===== src/inc/scp_defs.svh =====
// Character codes, defaults and keyword spellings of the command parser
`ifndef SCP_DEFS_SVH
`define SCP_DEFS_SVH

`define SCP_CH_NUL    8'h00
`define SCP_CH_TAB    8'h09
`define SCP_CH_NL     8'h0a
`define SCP_CH_SP     8'h20
`define SCP_CH_STAR   8'h2a
`define SCP_CH_COMMA  8'h2c
`define SCP_CH_ZERO   8'h30
`define SCP_CH_ONE    8'h31
`define SCP_CH_NINE   8'h39
`define SCP_CH_COLON  8'h3a
`define SCP_CH_SEMI   8'h3b
`define SCP_CH_QUERY  8'h3f
`define SCP_CH_UA     8'h41
`define SCP_CH_UZ     8'h5a
`define SCP_CH_LA     8'h61
`define SCP_CH_LZ     8'h7a
`define SCP_CASE_BIT  8'h20

`define SCP_KW_CHARS  12
`define SCP_KW_BITS   96
`define SCP_KW_N      11
`define SCP_LEN_OVF   4'hd
`define SCP_LEN_ONE   4'h1

`define SCP_MULT_DEF  4'h1
`define SCP_FST_DEF   1'b0
`define SCP_PST_DEF   1'b0
`define SCP_LEV_DEF   4'h0
`define SCP_LEV_OPT   4'h0
`define SCP_OPC_ANS   8'h31

`define SCP_KW_FREQ_L "FREQUENCY"
`define SCP_KW_FREQ_S "FREQ"
`define SCP_KW_MULT_L "MULTIPLIER"
`define SCP_KW_MULT_S "MULT"
`define SCP_KW_STAT_L "STATE"
`define SCP_KW_STAT_S "STAT"
`define SCP_KW_POW_L  "POWER"
`define SCP_KW_POW_S  "POW"
`define SCP_KW_LEV_L  "LEVEL"
`define SCP_KW_LEV_S  "LEV"
`define SCP_KW_INIT_L "INITIATE"
`define SCP_KW_INIT_S "INIT"
`define SCP_KW_IMM_L  "IMMEDIATE"
`define SCP_KW_IMM_S  "IMM"
`define SCP_KW_RST    "*RST"
`define SCP_KW_OPC    "*OPC"
`define SCP_KW_ON     "ON"
`define SCP_KW_OFF    "OFF"

`endif


===== src/inc/scp_pkg.sv =====
// Types shared by the command parser modules
`include "scp_defs.svh"

package scp_pkg;

   typedef logic [`SCP_KW_BITS-1:0] scp_kwstr_t;

   typedef enum logic [1:0] {
      ND_ROOT, ND_FREQ, ND_POW, ND_INIT
   } scp_node_t;

   typedef enum logic [3:0] {
      KW_NONE, KW_FREQ, KW_MULT, KW_STAT, KW_POW, KW_LEV,
      KW_INIT, KW_IMM, KW_RST, KW_OPC, KW_ON, KW_OFF
   } scp_kw_t;

   typedef enum logic [2:0] {
      LF_NONE, LF_FMULT, LF_FSTAT, LF_PSTAT, LF_PLEV, LF_IIMM,
      LF_RST, LF_OPC
   } scp_leaf_t;

   typedef enum logic [2:0] {
      ST_IDLE, ST_HDR, ST_GAP, ST_PARM, ST_EXEC, ST_RESP, ST_SKIP
   } scp_state_t;

   typedef struct packed {
      logic       valid;
      logic [7:0] data;
   } scp_rx_t;

   typedef struct packed {
      logic       valid;
      logic       last;
      logic [7:0] data;
   } scp_tx_t;

   typedef struct packed {
      logic [3:0] freqMult;
      logic       freqState;
      logic       powState;
      logic [3:0] powLevel;
   } scp_set_t;

   typedef struct packed {
      scp_kwstr_t buffer;
      logic [3:0] len;
      scp_kw_t    kw;
   } scp_kwst_t;

   typedef struct packed {
      scp_state_t st;
      logic       rdy;
      scp_node_t  path;
      scp_node_t  head;
      logic       stepped;
      logic       implied;
      scp_leaf_t  leaf;
      logic       query;
      logic       gap;
      logic       pSeen;
      logic [3:0] pLen;
      logic [7:0] pChar;
      logic       termNl;
      scp_set_t   set;
      logic       initPulse;
      logic       cmdErr;
      logic       respGo;
      logic [7:0] respByte;
   } scp_ps_t;

endpackage


===== src/core/scp_kw_match.sv =====
// Keyword collector and case-blind long/short form matcher
`timescale 1ns/100ps
`include "scp_defs.svh"

module scp_kw_match (
   input  wire logic              ref_clk,
   input  wire logic              rstN,
   input  wire logic              clr,
   input  wire logic              push,
   input  wire logic [7:0]        ch,
   output scp_pkg::scp_kw_t       kw
);

   localparam int KW_N = `SCP_KW_N;
   localparam scp_pkg::scp_kwstr_t [KW_N-1:0] LONGF = {
      scp_pkg::scp_kwstr_t'(`SCP_KW_OFF),
      scp_pkg::scp_kwstr_t'(`SCP_KW_ON),
      scp_pkg::scp_kwstr_t'(`SCP_KW_OPC),
      scp_pkg::scp_kwstr_t'(`SCP_KW_RST),
      scp_pkg::scp_kwstr_t'(`SCP_KW_IMM_L),
      scp_pkg::scp_kwstr_t'(`SCP_KW_INIT_L),
      scp_pkg::scp_kwstr_t'(`SCP_KW_LEV_L),
      scp_pkg::scp_kwstr_t'(`SCP_KW_POW_L),
      scp_pkg::scp_kwstr_t'(`SCP_KW_STAT_L),
      scp_pkg::scp_kwstr_t'(`SCP_KW_MULT_L),
      scp_pkg::scp_kwstr_t'(`SCP_KW_FREQ_L)};
   localparam scp_pkg::scp_kwstr_t [KW_N-1:0] SHORTF = {
      scp_pkg::scp_kwstr_t'(`SCP_KW_OFF),
      scp_pkg::scp_kwstr_t'(`SCP_KW_ON),
      scp_pkg::scp_kwstr_t'(`SCP_KW_OPC),
      scp_pkg::scp_kwstr_t'(`SCP_KW_RST),
      scp_pkg::scp_kwstr_t'(`SCP_KW_IMM_S),
      scp_pkg::scp_kwstr_t'(`SCP_KW_INIT_S),
      scp_pkg::scp_kwstr_t'(`SCP_KW_LEV_S),
      scp_pkg::scp_kwstr_t'(`SCP_KW_POW_S),
      scp_pkg::scp_kwstr_t'(`SCP_KW_STAT_S),
      scp_pkg::scp_kwstr_t'(`SCP_KW_MULT_S),
      scp_pkg::scp_kwstr_t'(`SCP_KW_FREQ_S)};

   function automatic logic [3:0] lenOf(input scp_pkg::scp_kwstr_t s);
      logic [3:0] n;
      n = 4'h0;
      for (int b = 0; b < `SCP_KW_CHARS; b++) begin
         if (s[b*8 +: 8] != `SCP_CH_NUL)
            n = n + `SCP_LEN_ONE;
      end
      return n;
   endfunction

   scp_pkg::scp_kwst_t  s;
   scp_pkg::scp_kwst_t  n;
   scp_pkg::scp_kwstr_t nBuf;
   scp_pkg::scp_kwstr_t mask;
   logic [3:0]          nLen;
   logic [7:0]          chU;
   logic [KW_N-1:0]     hit;

   // Folding case before storing lets one spelling serve all cases
   always_comb begin
      chU = ch;
      if (ch >= `SCP_CH_LA && ch <= `SCP_CH_LZ)
         chU = ch & ~`SCP_CASE_BIT;
      nBuf = clr ? '0 : s.buffer;
      nLen = clr ? 4'h0 : s.len;
      if (push) begin
         nBuf = {nBuf[`SCP_KW_BITS-9:0], chU};
         if (nLen != `SCP_LEN_OVF)
            nLen = nLen + `SCP_LEN_ONE;
      end
      mask = ~({`SCP_KW_BITS{1'b1}} << {nLen, 3'b000});
   end

   // Only the exact short or exact long length can hit; mixtures fail
   for (genvar i = 0; i < KW_N; i++) begin : gEntry
      localparam logic [3:0] LL = lenOf(LONGF[i]);
      localparam logic [3:0] SL = lenOf(SHORTF[i]);
      assign hit[i] =
         (nLen == LL && ((nBuf ^ LONGF[i]) & mask) == '0) ||
         (nLen == SL && ((nBuf ^ SHORTF[i]) & mask) == '0);
   end

   always_comb begin
      n = s;
      n.buffer = nBuf;
      n.len = nLen;
      n.kw = scp_pkg::KW_NONE;
      for (int i = 0; i < KW_N; i++) begin
         if (hit[i])
            n.kw = scp_pkg::scp_kw_t'(4'(i + 1));
      end
   end

   always_ff @(posedge ref_clk or negedge rstN) begin
      if (!rstN)
         s <= '0;
      else
         s <= n;
   end

   assign kw = s.kw;

endmodule


===== src/core/scp_parser.sv =====
// Program message parser with command tree path tracking
// Operation
// - Send a response only after a query asked for it.
// - A keyword ending in question mark is a query, answering not setting.
// - Every programmable setting can also be read back by its query.
// - Boolean parameters accept ON/OFF or 1/0 with identical effect.
// - Each query answers in one fixed format; true reads back as 1.
// - Asterisk commands are common and ignore the current path.
// - Power-up and the reset command put the path at the root.
// - A newline terminator returns the path to the root.
// - A colon between keywords steps the path one level down.
// - A leading colon resolves the next keyword at the root.
// - Semicolon ends a command and keeps the path unchanged.
// - Whitespace between tokens ignored, not inside keywords; path kept.
// - Commas are not accepted; a comma in a parameter is a command error.
// - A parent without its implied child acts as if child sent.
// - Commands through an implied node leave the path where it was.
// - A keyword unknown at the current level raises a command error.
// - An omitted optional parameter takes its predefined default.
// - Event commands act at once, hold no state, refuse queries.
// - Keywords match case-blind, only exact short or long form.
// - Each response ends in newline sent with end-of-message flag.
`timescale 1ns/100ps
`include "scp_defs.svh"

module scp_parser (
   input  wire logic              ref_clk,
   input  wire logic              rst_b,
   input  wire scp_pkg::scp_rx_t  rx,
   output logic                   rxReady,
   input  wire logic              txReady,
   output scp_pkg::scp_tx_t       tx,
   output scp_pkg::scp_set_t      set,
   output logic                   initPulse,
   output logic                   cmdError
);

   localparam scp_pkg::scp_set_t SET_DEF = '{
      freqMult:  `SCP_MULT_DEF,
      freqState: `SCP_FST_DEF,
      powState:  `SCP_PST_DEF,
      powLevel:  `SCP_LEV_DEF};

   logic [1:0]          rstSync;
   logic                rstN;
   scp_pkg::scp_ps_t    s;
   scp_pkg::scp_ps_t    n;
   scp_pkg::scp_kw_t    kw;
   scp_pkg::scp_leaf_t  rLeaf;
   logic                rImp;
   logic                rValid;
   logic                kwClr;
   logic                kwPush;
   logic                respBusy;
   logic                take;
   logic [7:0]          ch;
   logic                isNl;
   logic                isSemi;
   logic                isEnd;
   logic                isWs;
   logic                isColon;
   logic                isComma;
   logic                isQuery;
   logic                isStar;
   logic                isLetter;
   logic                isDigit;
   logic                err;
   logic                ok;
   logic                resp;
   logic [7:0]          ansByte;
   logic                bTrue;
   logic                bFalse;
   logic                dOk;

   // Reset is released through two flops so all state leaves it together
   always_ff @(posedge ref_clk or negedge rst_b) begin
      if (!rst_b)
         rstSync <= 2'b00;
      else
         rstSync <= {rstSync[0], 1'b1};
   end
   assign rstN = rstSync[1];

   scp_kw_match uMatch (
      .ref_clk (ref_clk),
      .rstN    (rstN),
      .clr     (kwClr),
      .push    (kwPush),
      .ch      (ch),
      .kw      (kw)
   );

   scp_resp uResp (
      .ref_clk (ref_clk),
      .rstN    (rstN),
      .go      (s.respGo),
      .goByte  (s.respByte),
      .txReady (txReady),
      .tx      (tx),
      .busy    (respBusy)
   );

   assign take = rx.valid && s.rdy;
   assign ch = rx.data;
   assign isNl = ch == `SCP_CH_NL;
   assign isSemi = ch == `SCP_CH_SEMI;
   assign isEnd = isNl || isSemi;
   assign isWs = ch == `SCP_CH_SP || ch == `SCP_CH_TAB;
   assign isColon = ch == `SCP_CH_COLON;
   assign isComma = ch == `SCP_CH_COMMA;
   assign isQuery = ch == `SCP_CH_QUERY;
   assign isStar = ch == `SCP_CH_STAR;
   assign isLetter = (ch >= `SCP_CH_UA && ch <= `SCP_CH_UZ) ||
                     (ch >= `SCP_CH_LA && ch <= `SCP_CH_LZ);
   assign isDigit = ch >= `SCP_CH_ZERO && ch <= `SCP_CH_NINE;

   // Resolve the finished keyword against the level it stands at
   always_comb begin
      rLeaf = scp_pkg::LF_NONE;
      rImp = 1'b0;
      if (!s.stepped && kw == scp_pkg::KW_RST)
         rLeaf = scp_pkg::LF_RST;
      else if (!s.stepped && kw == scp_pkg::KW_OPC)
         rLeaf = scp_pkg::LF_OPC;
      else begin
         case (s.head)
            scp_pkg::ND_ROOT: begin
               rImp = 1'b1;
               case (kw)
                  scp_pkg::KW_FREQ: rLeaf = scp_pkg::LF_FMULT;
                  scp_pkg::KW_POW:  rLeaf = scp_pkg::LF_PSTAT;
                  scp_pkg::KW_INIT: rLeaf = scp_pkg::LF_IIMM;
                  default:          rLeaf = scp_pkg::LF_NONE;
               endcase
            end
            scp_pkg::ND_FREQ: begin
               case (kw)
                  scp_pkg::KW_MULT: rLeaf = scp_pkg::LF_FMULT;
                  scp_pkg::KW_STAT: rLeaf = scp_pkg::LF_FSTAT;
                  default:          rLeaf = scp_pkg::LF_NONE;
               endcase
            end
            scp_pkg::ND_POW: begin
               case (kw)
                  scp_pkg::KW_STAT: rLeaf = scp_pkg::LF_PSTAT;
                  scp_pkg::KW_LEV:  rLeaf = scp_pkg::LF_PLEV;
                  default:          rLeaf = scp_pkg::LF_NONE;
               endcase
            end
            scp_pkg::ND_INIT: begin
               if (kw == scp_pkg::KW_IMM)
                  rLeaf = scp_pkg::LF_IIMM;
            end
            default: rLeaf = scp_pkg::LF_NONE;
         endcase
      end
      rValid = rLeaf != scp_pkg::LF_NONE;
   end

   // Parameter decoding; kw here holds the parameter token's match
   always_comb begin
      bTrue = s.pSeen && (kw == scp_pkg::KW_ON ||
              (s.pLen == `SCP_LEN_ONE && s.pChar == `SCP_CH_ONE));
      bFalse = s.pSeen && (kw == scp_pkg::KW_OFF ||
               (s.pLen == `SCP_LEN_ONE && s.pChar == `SCP_CH_ZERO));
      dOk = s.pSeen && s.pLen == `SCP_LEN_ONE &&
            s.pChar >= `SCP_CH_ZERO && s.pChar <= `SCP_CH_NINE;
   end

   always_comb begin
      n = s;
      n.cmdErr = 1'b0;
      n.initPulse = 1'b0;
      n.respGo = 1'b0;
      kwClr = 1'b0;
      kwPush = 1'b0;
      err = 1'b0;
      ok = 1'b1;
      resp = 1'b0;
      ansByte = `SCP_CH_ZERO;
      if (take)
         n.termNl = isNl;
      case (s.st)
         scp_pkg::ST_IDLE: begin
            n.stepped = 1'b0;
            n.query = 1'b0;
            n.gap = 1'b0;
            n.pSeen = 1'b0;
            n.pLen = 4'h0;
            n.head = s.path;
            if (take) begin
               if (isNl)
                  n.path = scp_pkg::ND_ROOT;
               else if (isColon) begin
                  n.path = scp_pkg::ND_ROOT;
                  n.head = scp_pkg::ND_ROOT;
                  kwClr = 1'b1;
                  n.st = scp_pkg::ST_HDR;
               end else if (isLetter || isStar) begin
                  kwClr = 1'b1;
                  kwPush = 1'b1;
                  n.st = scp_pkg::ST_HDR;
               end else if (!isWs && !isSemi)
                  err = 1'b1;
            end
         end
         scp_pkg::ST_HDR: begin
            if (take) begin
               n.leaf = rLeaf;
               n.implied = rImp;
               if (isLetter || isDigit || isStar)
                  kwPush = 1'b1;
               else if (isColon) begin
                  kwClr = 1'b1;
                  n.stepped = 1'b1;
                  if (s.head != scp_pkg::ND_ROOT)
                     err = 1'b1;
                  else if (kw == scp_pkg::KW_FREQ)
                     n.head = scp_pkg::ND_FREQ;
                  else if (kw == scp_pkg::KW_POW)
                     n.head = scp_pkg::ND_POW;
                  else if (kw == scp_pkg::KW_INIT)
                     n.head = scp_pkg::ND_INIT;
                  else
                     err = 1'b1;
               end else if (!rValid)
                  err = 1'b1;
               else if (isQuery) begin
                  n.query = 1'b1;
                  n.st = scp_pkg::ST_GAP;
               end else if (isWs) begin
                  n.gap = 1'b1;
                  n.st = scp_pkg::ST_GAP;
               end else if (isEnd)
                  n.st = scp_pkg::ST_EXEC;
               else
                  err = 1'b1;
            end
         end
         scp_pkg::ST_GAP: begin
            if (take) begin
               if (isWs)
                  n.gap = 1'b1;
               else if (isEnd)
                  n.st = scp_pkg::ST_EXEC;
               else if ((isLetter || isDigit) && s.gap && !s.pSeen &&
                        !s.query) begin
                  n.pSeen = 1'b1;
                  n.pLen = `SCP_LEN_ONE;
                  n.pChar = ch;
                  kwClr = 1'b1;
                  kwPush = 1'b1;
                  n.st = scp_pkg::ST_PARM;
               end else
                  err = 1'b1;
            end
         end
         scp_pkg::ST_PARM: begin
            if (take) begin
               if (isLetter || isDigit) begin
                  kwPush = 1'b1;
                  if (s.pLen != `SCP_LEN_OVF)
                     n.pLen = s.pLen + `SCP_LEN_ONE;
               end else if (isWs)
                  n.st = scp_pkg::ST_GAP;
               else if (isEnd)
                  n.st = scp_pkg::ST_EXEC;
               else
                  err = 1'b1;
            end
         end
         scp_pkg::ST_EXEC: begin
            if (s.query) begin
               if (s.pSeen)
                  ok = 1'b0;
               case (s.leaf)
                  scp_pkg::LF_FMULT:
                     ansByte = `SCP_CH_ZERO | {4'h0, s.set.freqMult};
                  scp_pkg::LF_FSTAT:
                     ansByte = s.set.freqState ? `SCP_CH_ONE
                                               : `SCP_CH_ZERO;
                  scp_pkg::LF_PSTAT:
                     ansByte = s.set.powState ? `SCP_CH_ONE
                                              : `SCP_CH_ZERO;
                  scp_pkg::LF_PLEV:
                     ansByte = `SCP_CH_ZERO | {4'h0, s.set.powLevel};
                  scp_pkg::LF_OPC:
                     ansByte = `SCP_OPC_ANS;
                  default: ok = 1'b0;
               endcase
               resp = ok;
            end else begin
               case (s.leaf)
                  scp_pkg::LF_FMULT: begin
                     if (dOk)
                        n.set.freqMult = s.pChar[3:0];
                     else
                        ok = 1'b0;
                  end
                  scp_pkg::LF_FSTAT: begin
                     if (bTrue || bFalse)
                        n.set.freqState = bTrue;
                     else
                        ok = 1'b0;
                  end
                  scp_pkg::LF_PSTAT: begin
                     if (bTrue || bFalse)
                        n.set.powState = bTrue;
                     else
                        ok = 1'b0;
                  end
                  scp_pkg::LF_PLEV: begin
                     if (!s.pSeen)
                        n.set.powLevel = `SCP_LEV_OPT;
                     else if (dOk)
                        n.set.powLevel = s.pChar[3:0];
                     else
                        ok = 1'b0;
                  end
                  scp_pkg::LF_IIMM: begin
                     ok = !s.pSeen;
                     n.initPulse = !s.pSeen;
                  end
                  scp_pkg::LF_RST: begin
                     ok = !s.pSeen;
                     if (!s.pSeen) begin
                        n.set = SET_DEF;
                        n.path = scp_pkg::ND_ROOT;
                     end
                  end
                  scp_pkg::LF_OPC: ok = !s.pSeen;
                  default: ok = 1'b0;
               endcase
            end
            // Implied commands and *OPC keep the path; *RST has set the root above
            if (ok && !s.implied && s.leaf != scp_pkg::LF_RST &&
                s.leaf != scp_pkg::LF_OPC)
               n.path = s.head;
            if (s.termNl)
               n.path = scp_pkg::ND_ROOT;
            n.cmdErr = !ok;
            n.respGo = resp;
            n.respByte = ansByte;
            n.st = resp ? scp_pkg::ST_RESP : scp_pkg::ST_IDLE;
         end
         scp_pkg::ST_RESP: begin
            // Input stays stalled so a second query cannot overtake
            if (!respBusy && !s.respGo)
               n.st = scp_pkg::ST_IDLE;
         end
         scp_pkg::ST_SKIP: begin
            if (take && isNl) begin
               n.path = scp_pkg::ND_ROOT;
               n.st = scp_pkg::ST_IDLE;
            end else if (take && isSemi)
               n.st = scp_pkg::ST_IDLE;
         end
         default: n.st = scp_pkg::ST_IDLE;
      endcase
      if (err) begin
         n.cmdErr = 1'b1;
         if (isNl) begin
            n.path = scp_pkg::ND_ROOT;
            n.st = scp_pkg::ST_IDLE;
         end else if (isSemi)
            n.st = scp_pkg::ST_IDLE;
         else
            n.st = scp_pkg::ST_SKIP;
      end
      n.rdy = n.st != scp_pkg::ST_EXEC && n.st != scp_pkg::ST_RESP;
   end

   always_ff @(posedge ref_clk or negedge rstN) begin
      if (!rstN) begin
         s <= '0;
         s.rdy <= 1'b1;
         s.set <= SET_DEF;
      end else
         s <= n;
   end

   assign rxReady = s.rdy;
   assign set = s.set;
   assign initPulse = s.initPulse;
   assign cmdError = s.cmdErr;

endmodule


===== src/core/scp_resp.sv =====
// Response sender: one data byte then newline marked end of message
`timescale 1ns/100ps
`include "scp_defs.svh"

module scp_resp (
   input  wire logic              ref_clk,
   input  wire logic              rstN,
   input  wire logic              go,
   input  wire logic [7:0]        goByte,
   input  wire logic              txReady,
   output scp_pkg::scp_tx_t       tx,
   output logic                   busy
);

   scp_pkg::scp_tx_t s;
   scp_pkg::scp_tx_t n;

   always_comb begin
      n = s;
      if (s.valid && txReady) begin
         if (s.last) begin
            n.valid = 1'b0;
            n.last = 1'b0;
         end else begin
            n.data = `SCP_CH_NL;
            n.last = 1'b1;
         end
      end
      if (go && !s.valid) begin
         n.valid = 1'b1;
         n.last = 1'b0;
         n.data = goByte;
      end
   end

   always_ff @(posedge ref_clk or negedge rstN) begin
      if (!rstN)
         s <= '0;
      else
         s <= n;
   end

   assign tx = s;
   assign busy = s.valid;

endmodule


===== config.mk =====
export PLATFORM = sky130hd
export DESIGN_NAME = scp_parser
export DESIGN_NICKNAME = d
export VERILOG_FILES = /design/src/inc/scp_pkg.sv /design/src/core/scp_kw_match.sv /design/src/core/scp_parser.sv /design/src/core/scp_resp.sv
export VERILOG_INCLUDE_DIRS = /design/src /design/src/inc
export SDC_FILE = /design/constraint.sdc
export NUM_CORES = 1
export LEC_CHECK = 0
export BUFFER_PORTS_ARGS = -buffer_cell sky130_fd_sc_hd__buf_2
export CORE_MARGIN = 3
export CORE_UTILIZATION = 41
export CTS_CLUSTER_DIAMETER = 100
export CTS_CLUSTER_SIZE = 14
export DETAILED_ROUTE_END_ITERATION = 8
export PLACE_DENSITY = 0.66
export SLEW_MARGIN = 15
export SYNTH_ARGS = -nofsm -noshare
export SYNTH_HDL_FRONTEND = slang
export SYNTH_HIERARCHICAL = 1
export SYNTH_SLANG_ARGS = --single-unit

===== constraint.sdc =====
create_clock -name ref_clk -period 4.45 [get_ports ref_clk]
set_input_delay 0.445 -clock ref_clk [delete_from_list [all_inputs] [get_ports ref_clk]]
set_output_delay 0.445 -clock ref_clk [all_outputs]
set_load 0.005 [all_outputs]

# After elaboration in Yosys (flattened, before gate mapping)
# Index checks and enable logic that the tools add are counted.
# totals
word_cells	433
reg_bits	166
input_bits	12
# op_classes
add_sub_neg	2
muxes	164
n_lt_le_gt_ge	8
eq_ne	72
shift	1
reduce_logical	118
bitwise	40
# ops
cell	count
$and 96x96->96	18
$logic_not 96->1	18
$mux 96	2
$mux 3	33
$not 96->96	1
$shl 96x7->96 const A	1
$mux 1	64
$mux 4	15
$eq 8x6->1 const B	7
$logic_and 1x1->1	44
$ne 2x2->1 const B	20
$mux 13	3
$not 13->13	3
$mux 2	19
$not 12->12	3
$not 31->31	1
$mux 10	3
$not 30->30	1
$reduce_and 5->1	6
$eq 4x4->1 const B	7
$not 27->27	1
$eq 4x3->1 const B	6
$not 24->24	1
$not 11->11	2
other kinds (53)	126

# Longest topological paths before layout
# Gate-level depths: netlist of the first run.
# logic_depth
ltp_word	33
depth_mapped	25
depth_no_buf	16

# Modules after synthesis
# Netlist of the first run, hierarchy kept.
# modules_own_cells
mod	n_inst	seq_area_each_um2	area_each_um2	cells_each
scp_kw_match	1	2602.5	6650.1	746
scp_parser	1	1228.7	3154.3	365
scp_resp	1	250.2	498.0	44

# Worst setup path before layout of the first run
# Ideal clock, no wire load.
# synth_path
path_kind	input port to flip-flop
from	input port rx[4] (netlist bit)
to	register uMatch.s (netlist bit uMatch/kw[1])
setup_slack_ns	-0.887
n_path_buf	7
t_arrival_ns	5.248
required_time_ns	4.360
path_stages	22
cell_sequence	buf_2 or4b_1 a21o_1 o21ai_0 a21oi_1 o31ai_1 buf_6 buf_2 buf_1 buf_2 buf_2 buf_1 nor2b_1 ha_1 and2_1 a211o_1 a41oi_4 o22ai_1 or4_1 o31ai_1 a211oi_1 o2111ai_1
# synth_rtl
item	line_no	text
start: declaration	scp_parser.sv:29	input wire scp_pkg::scp_rx_t rx,
end signal: assignment	scp_kw_match.sv:97	s <= n;
end: declaration	scp_kw_match.sv:50	scp_pkg::scp_kwst_t s;

==> results of run 1 <==
[kinds of logic (layout without fill, tap and decap cells)]
kind of cell / count (synthesis) / after routing / share of synthesized area (%)
adder cells (fa/ha/maj): 3 / 3 / 0.3644
other: 2 / 3 / 0.07290
AO/OA/AOI/OAI: 284 / 284 / 19.20
multiplexers: 101 / 101 / 10.17
buffers and inverters: 105 / 219 / 5.271
flip-flops: 163 / 163 / 39.62
XOR/XNOR: 9 / 9 / 0.7652
AND/OR/NAND/NOR: 488 / 488 / 24.54
[power groups by stage]
stage	Clock, mW	Sequential [mW]	Combinational [mW]
after floorplan	0	1.75	0.946
after global placement	0	1.85	1.39
after detailed placement	0	1.85	1.39
after CTS	1.49	1.83	1.40
after global routing	1.56	1.85	1.55
final	1.45	1.83	1.42
[critical path: stages]
cell and delay [ns]:
buf_2 0.11, or4bb_1 0.60, or2_2 0.33, o21ai_0 0.08
a21oi_1 0.09, nor3_1 0.26, a21oi_1 0.16, nor2_4 0.18
buf_12 0.17, and2b_1 0.20, a32o_1 0.33, nand3_1 0.18
or4_1 0.50, nor3b_1 0.37, o21ai_0 0.15, a21o_1 0.21
o311ai_0 0.08
[synth_stat cells (5+ instances only)]
cell	n
nand2b_1	15
a41oi_1	6
o21a_1	5
buf_4	18
inv_1	25
clkbuf_1	21
nor2_1	161
or3b_1	6
buf_6	7
xor2_1	6
a22o_1	10
dfrtp_1	161
or2_2	8
a22oi_1	5
nor2b_1	15
a21oi_1	51
a211oi_1	10
nor4b_1	9
o31ai_1	13
nand3b_1	16
nand2_1	86
and2_1	10
mux2_2	9
o21ai_0	53
o22ai_1	29
o211ai_1	7
o2111ai_1	6
nand4_1	19
a21o_1	9
buf_1	10
nor3_1	37
buf_2	21
or3_1	13
mux2i_1	87
o41ai_1	6
a31oi_1	16
nor4_1	20
o22a_1	7
nor3b_1	6
nand3_1	29
a311oi_1	5
[metal layers]
metal	vias to the layer above	wire length (µm)	GRT usage, %	share of wire (%)
met5	-	0	0	0
met4	0	1059	9.836	3.5
met3	86	2012	4.088	6.6
met2	391	13680	36.04	45
met1	4616	13750	31.58	45
li1	4496	-	-	-
[area by class of cell]
class | count | area, µm²
Clock buffer | 17 | 425.4
Clock inverter | 15 | 160.2
Fill cell | 2364 | 12440
Inverter | 28 | 107.6
Multi-Input combinational cell | 888 | 5722
Sequential cell | 163 | 4085
Tap cell | 324 | 405.4
Timing Repair Buffer | 159 | 1186
[metrics by stage]
stage          setup TNS (ns)  hold WS (ns)  area [µm²]  setup WS [ns]
6_report                    0        0.2526       12090         0.3205
4_1_cts                     0        0.2351       12090         0.4003
2_1_floorplan         -0.1478        0.1494       10370       -0.08011
3_5_place_dp        -0.005310        0.2313       11500      -0.005310
3_3_place_gp                0        0.2307       11500        0.06193
5_1_grt                     0        0.2409       12090        0.02482
[state kept, by name (all words and copies together) (netlist names)]
register / cells
uMatch/kw: 4
rstSync: 2
s: 34
initPulse: 1
cmdError: 1
uResp/busy: 1
uResp/tx: 9
rxReady: 1
set: 10
uMatch/s: 100
[path summary, 6_finish.rpt]
kind	to	start	slack [ns]	depth (start not counted)
setup / recovery	uMatch/kw[3]	rx[0]	0.32	17
hold / removal	uResp/busy	txReady	0.25	2
setup reg to reg	uMatch/kw[1]	s[34]	0.37	15
hold reg to reg	rstSync[1]	rstSync[0]	0.36	0
max in group asynchronous	uMatch/s[31]	rstSync[1]	2.94	1
min in group asynchronous	rstSync[1]	rst_b	0.32	2
[timing repair]
action | 4_1_cts | 5_1_grt
setup buffers | 0 | 0
endpoints found under the hold margin | 2 | 0
hold buffers | 1 | 0
==> impl_metrics.csv, run 1 <==
group,metric,value,unit
sta,finClkSkew,0.01376,ns
place,hpwlAfterDp,22920,µm
critical_path,crit_path_start_kind,"primary input",
clock_network,htreeDepth,4,
final_layout,diodes,0,
clock_network,clk_pin_slew_worst_paths,0.07,ns
final_layout,layout_common_cells,"nor2_1, dfrtp_1, buf_4, mux2i_1, nand2_1",
hold_path,hold_class,"in -> reg",
sta,fmax,0.2422,GHz
place,io_buffers,34,
place,place.gp.congestion,1.011,
clock_network,clk_latency,0.43,ns
critical_path,crit_required,4.76,ns
drt,ant_nets,0,
synth,syn_area,0.01030,mm²
sta,worstMarginPinSlew,0.9356,ns
synth,async_reset_ff_share,100.0,%
grt,grt_remaining_overflow,0,
drt,wl,30500,µm
synth,syn_avg_cell_area,8.920,µm²
grt,grt_max_degree,94,
clock_network,cts_buffers,17,
power_and_ir_drop,totalPowerFinal,4.708,mW
final_layout,area_delta_synth_final,17.37,%
final_layout,finalNonFillerCells,1594,
power_and_ir_drop,p_per_area,389.4,mW/mm²
sta,timing_hold_violations_final,0,
synth,synth_area_leaders,"dfrtp_1, mux2i_1, nor2_1",
power_and_ir_drop,p_comb_share,30.2,%
synth,syn_inst,1155,
synth,yosysSeqAreaShare,39.62,%
power_and_ir_drop,power_frac_clock,30.9,%
critical_path,critical_path_class,"in -> reg",
clock_network,cts_buffer_depth,2,
synth,synth_edf_count,0,
power_and_ir_drop,switching_power,1.740,mW
final_layout,final_nets,1272,
drt,drt_iter0_drc,839,
synth,ys_types,92,
synth,yosysTopAreaCellShare,39.11,%
drt,routedWlPerCell,19.14,µm
final_layout,drive_gt1_share,19.21,%
clock_network,clock_sinks,163,
synth,ys_warn_count,6,
clock_network,cts_tree,"done",
synth,yosys_register_bits,163,
sta,period_needed,4.129,ns
place,dp.cells,1561,
drt,viasPerCell,6.016,
sta,fin_crit_sh,92.80,%
sta,rsz0062_at_grt,"false",
floorplan,die_x,164.5,µm
floorplan,start_util,41.99,%
critical_path,crit_path_max_fanout,17,
floorplan,num_io_pins,35,
clock_network,cts-root-buf,"clkbuf_16",
job,cap_viol_max_count,0,
synth,synth_top_area_cell,"dfrtp_1",
power_and_ir_drop,ir_worst_vdd,0.2344,mV
grt,grt_pass1_wl,49710,µm
status,outcome,"complete, no violations",
final_layout,final_util,49.29,%
synth,synth_flop_cell,"dfrtp_1",
grt,grt_pass1_vias,9261,
grt,grt_usage,23.07,%
sta,maxSlewViolCount,0,
power_and_ir_drop,p_int,2.968,mW
floorplan,dieArea,0.02707,mm²
drt,num_vias,9589,
critical_path,critPathCaptureType,"register",
clock_network,cts_resized,0,
power_and_ir_drop,p_seq_share,38.9,%
drt,drt-pass1-iter-count,5,
floorplan,die_h,164.5,µm
floorplan,coreArea,0.02453,mm²
grt,antenna_found_initial,0,
power_and_ir_drop,p_sw_share,36.97,%
power_and_ir_drop,p_leak,5.158,nW
sta,slew_headroom,37.63,%
sta,finalSetupViolations,0,
floorplan,rows,57,
critical_path,cp_data_arrival_time,4.44,ns
drt,route.detailed.drc,0,
No activity file was read; power rests on OpenSTA's default activity.
==> run 2: changes to the inputs <==
MAX_ROUTING_LAYER = met4   (was default)
==> impl_metrics.csv, run 2 (synthesis results as in run 1) <==
group,metric,value,unit
drt,viasPerCell,6.051,
critical_path,crit_family,"simple AND/OR/NAND/NOR gates",
final_layout,reg_top3,"uMatch/s (100), s (34), set (10)",
drt,route.detailed.drc,0,
grt,grt_pass1_vias,9433,
floorplan,num_io_pins,35,
sta,fmax,0.2422,GHz
drt,ant_nets,0,
floorplan,start_util,41.99,%
grt,grt_usage,24.61,%
final_layout,drive_gt1_share,20.54,%
final_layout,diodes,0,
final_layout,final_nets,1292,
critical_path,crit_chain,"buf_2 > or4bb_1 > or2_2 > o21ai_0 > a21oi_1 > nor3_1 > a21oi_1 > nor2_4 > buf_4 > and2b_1 > nand3_1 > buf_4 > nand3_1 > buf_4 > buf_4 > o22ai_1 > buf_4 > nand4_1 > o31ai_1 > a211oi_1 > o2111ai_1",
drt,drt-pass1-iter-count,5,
drt,wl,31610,µm
sta,finalSetupViolations,0,
final_layout,largest-register,"uMatch/s",
hold_path,hold_depth,2,
drt,num_vias,9767,
place,io_buffers,34,
critical_path,crit_required,4.73,ns
final_layout,finalNonFillerCells,1614,
clock_network,cts_buffer_depth,2,
status,outcome,"complete, no violations",
final_layout,multi_input_area,0.005728,mm²
clock_network,cts-root-buf,"clkbuf_16",
critical_path,crit_path_start_kind,"primary input",
place,hpwlAfterDp,23450,µm
sta,period_needed,4.129,ns
final_layout,final.fill_count,2356,
sta,fin_crit_sh,92.79,%
sta,tns,0,ns
critical_path,max_stage_delay,0.59,ns
clock_network,clk_latency,0.44,ns
floorplan,die_x,164.5,µm
place,place.gp.congestion,1.013,
critical_path,critical_path_class,"in -> reg",
clock_network,clock_sinks,163,
clock_network,cts_buffers,17,
clock_network,clk_pin_slew_worst_paths,0.07,ns
sta,worstMarginPinSlew,0.8401,ns
power_and_ir_drop,ir_worst_vdd,0.2298,mV
grt,grt_pass1_wl,51590,µm
final_layout,seqCellArea,0.004085,mm²
drt,routedWlPerCell,19.59,µm
sta,timing_hold_violations_final,0,
power_and_ir_drop,p_leak,5.268,nW
critical_path,r2r_cells,15,
critical_path,critPathSlowestCell,"or4bb_1",
critical_path,cp_data_arrival_time,4.41,ns
power_and_ir_drop,p_per_area,393.0,mW/mm²
floorplan,dieArea,0.02707,mm²
grt,grt_max_degree,104,
sta,finClkSkew,0.01319,ns
clock_network,cts_tree,"done",
clock_network,cts_setup_buffers,0,
sta,maxSlewViolCount,0,
sta,slew_headroom,43.99,%
critical_path,critPathCaptureType,"register",
floorplan,die_h,164.5,µm
critical_path,crit_path_max_fanout,9,
grt,antenna_found_initial,0,
job,cap_viol_max_count,0,
place,dp.cells,1581,
clock_network,htreeDepth,4,
floorplan,rows,57,
drt,drt_iter0_drc,851,
final_layout,layout_common_cells,"nor2_1, dfrtp_1, buf_4, mux2i_1, nand2_1",
sta,rsz0062_at_grt,"false",
hold_path,hold_class,"in -> reg",
grt,grt_remaining_overflow,0,
critical_path,crit_top_cell,"buf_4",
critical_path,path_depth,21,
critical_path,path_buf_inv,6,
final_layout,area_delta_synth_final,19.38,%
final_layout,largest_register_ffs,100,
floorplan,coreArea,0.02453,mm²
run 2: changes by cell type in the layout (fill, tap and decap cells not counted):
cell / delta
nor4_2: +1
buf_12: +2
inv_8: +2
inv_12: -1
buf_4: +18
clkinv_8: +1
bufinv_16: +1
inv_6: -3
nor4_1: -1
run 2: power by group:
group | leakage [nW] | internal, mW | switching [mW] | total [mW]
registers | 2.23 | 1.61 | 0.203 | 1.82
clock network | 0.293 | 0.809 | 0.723 | 1.53
logic | 2.74 | 0.638 | 0.847 | 1.49
run 2: metrics by stage:
stage | hold slack [ns] | setup slack [ns] | total power, mW | util [%] | cell area, µm²
2_1_floorplan | 0.1494 | -0.08011 | 2.697 | - | 10370
3_3_place_gp | 0.2286 | -0.06864 | 3.296 | 47.57 | 11670
3_5_place_dp | 0.2320 | -0.04029 | 3.295 | 47.57 | 11670
4_1_cts | 0.2244 | 0.3877 | 4.835 | 50.11 | 12290
5_1_grt | 0.2288 | 0.03470 | 5.086 | 50.13 | 12300
6_report | 0.2405 | 0.3207 | 4.833 | 50.13 | 12300
run 2: cell type report:
class | count | area share, %
repair buffers | 179 | 11.07
well taps | 324 | 3.296
clock inverters | 15 | 1.516
multi-input cells | 888 | 46.57
flip-flops and latches | 163 | 33.21
clock buffers | 17 | 3.459
inverters | 28 | 0.8749
run 2: final timing paths:
check	start	end	slack [ns]
max	rx[0]	uMatch/kw[1]	0.32
max reg2reg	s[34]	uMatch/kw[3]	0.47
max in group asynchronous	rstSync[1]	uMatch/s[29]	2.99
min	txReady	uResp/busy	0.24
min reg2reg	rstSync[0]	rstSync[1]	0.35
min in group asynchronous	rst_b	rstSync[1]	0.31
run 2: per-layer routing:
metal | up-vias | wire, µm | global-route usage, %
li1 | 4541 | - | -
met5 | - | 0 | -
met4 | 0 | 677 | 6.939
met3 | 60 | 2048 | 4.239
met2 | 382 | 14800 | 37.84
met1 | 4784 | 14090 | 33.67
run 2: timing repair:
action                                  in CTS  in global routing
resized for setup                            0                  1
endpoints found under the hold margin        2                  0
hold buffers                                 1                  0
endpoints found under the setup margin       0                  2
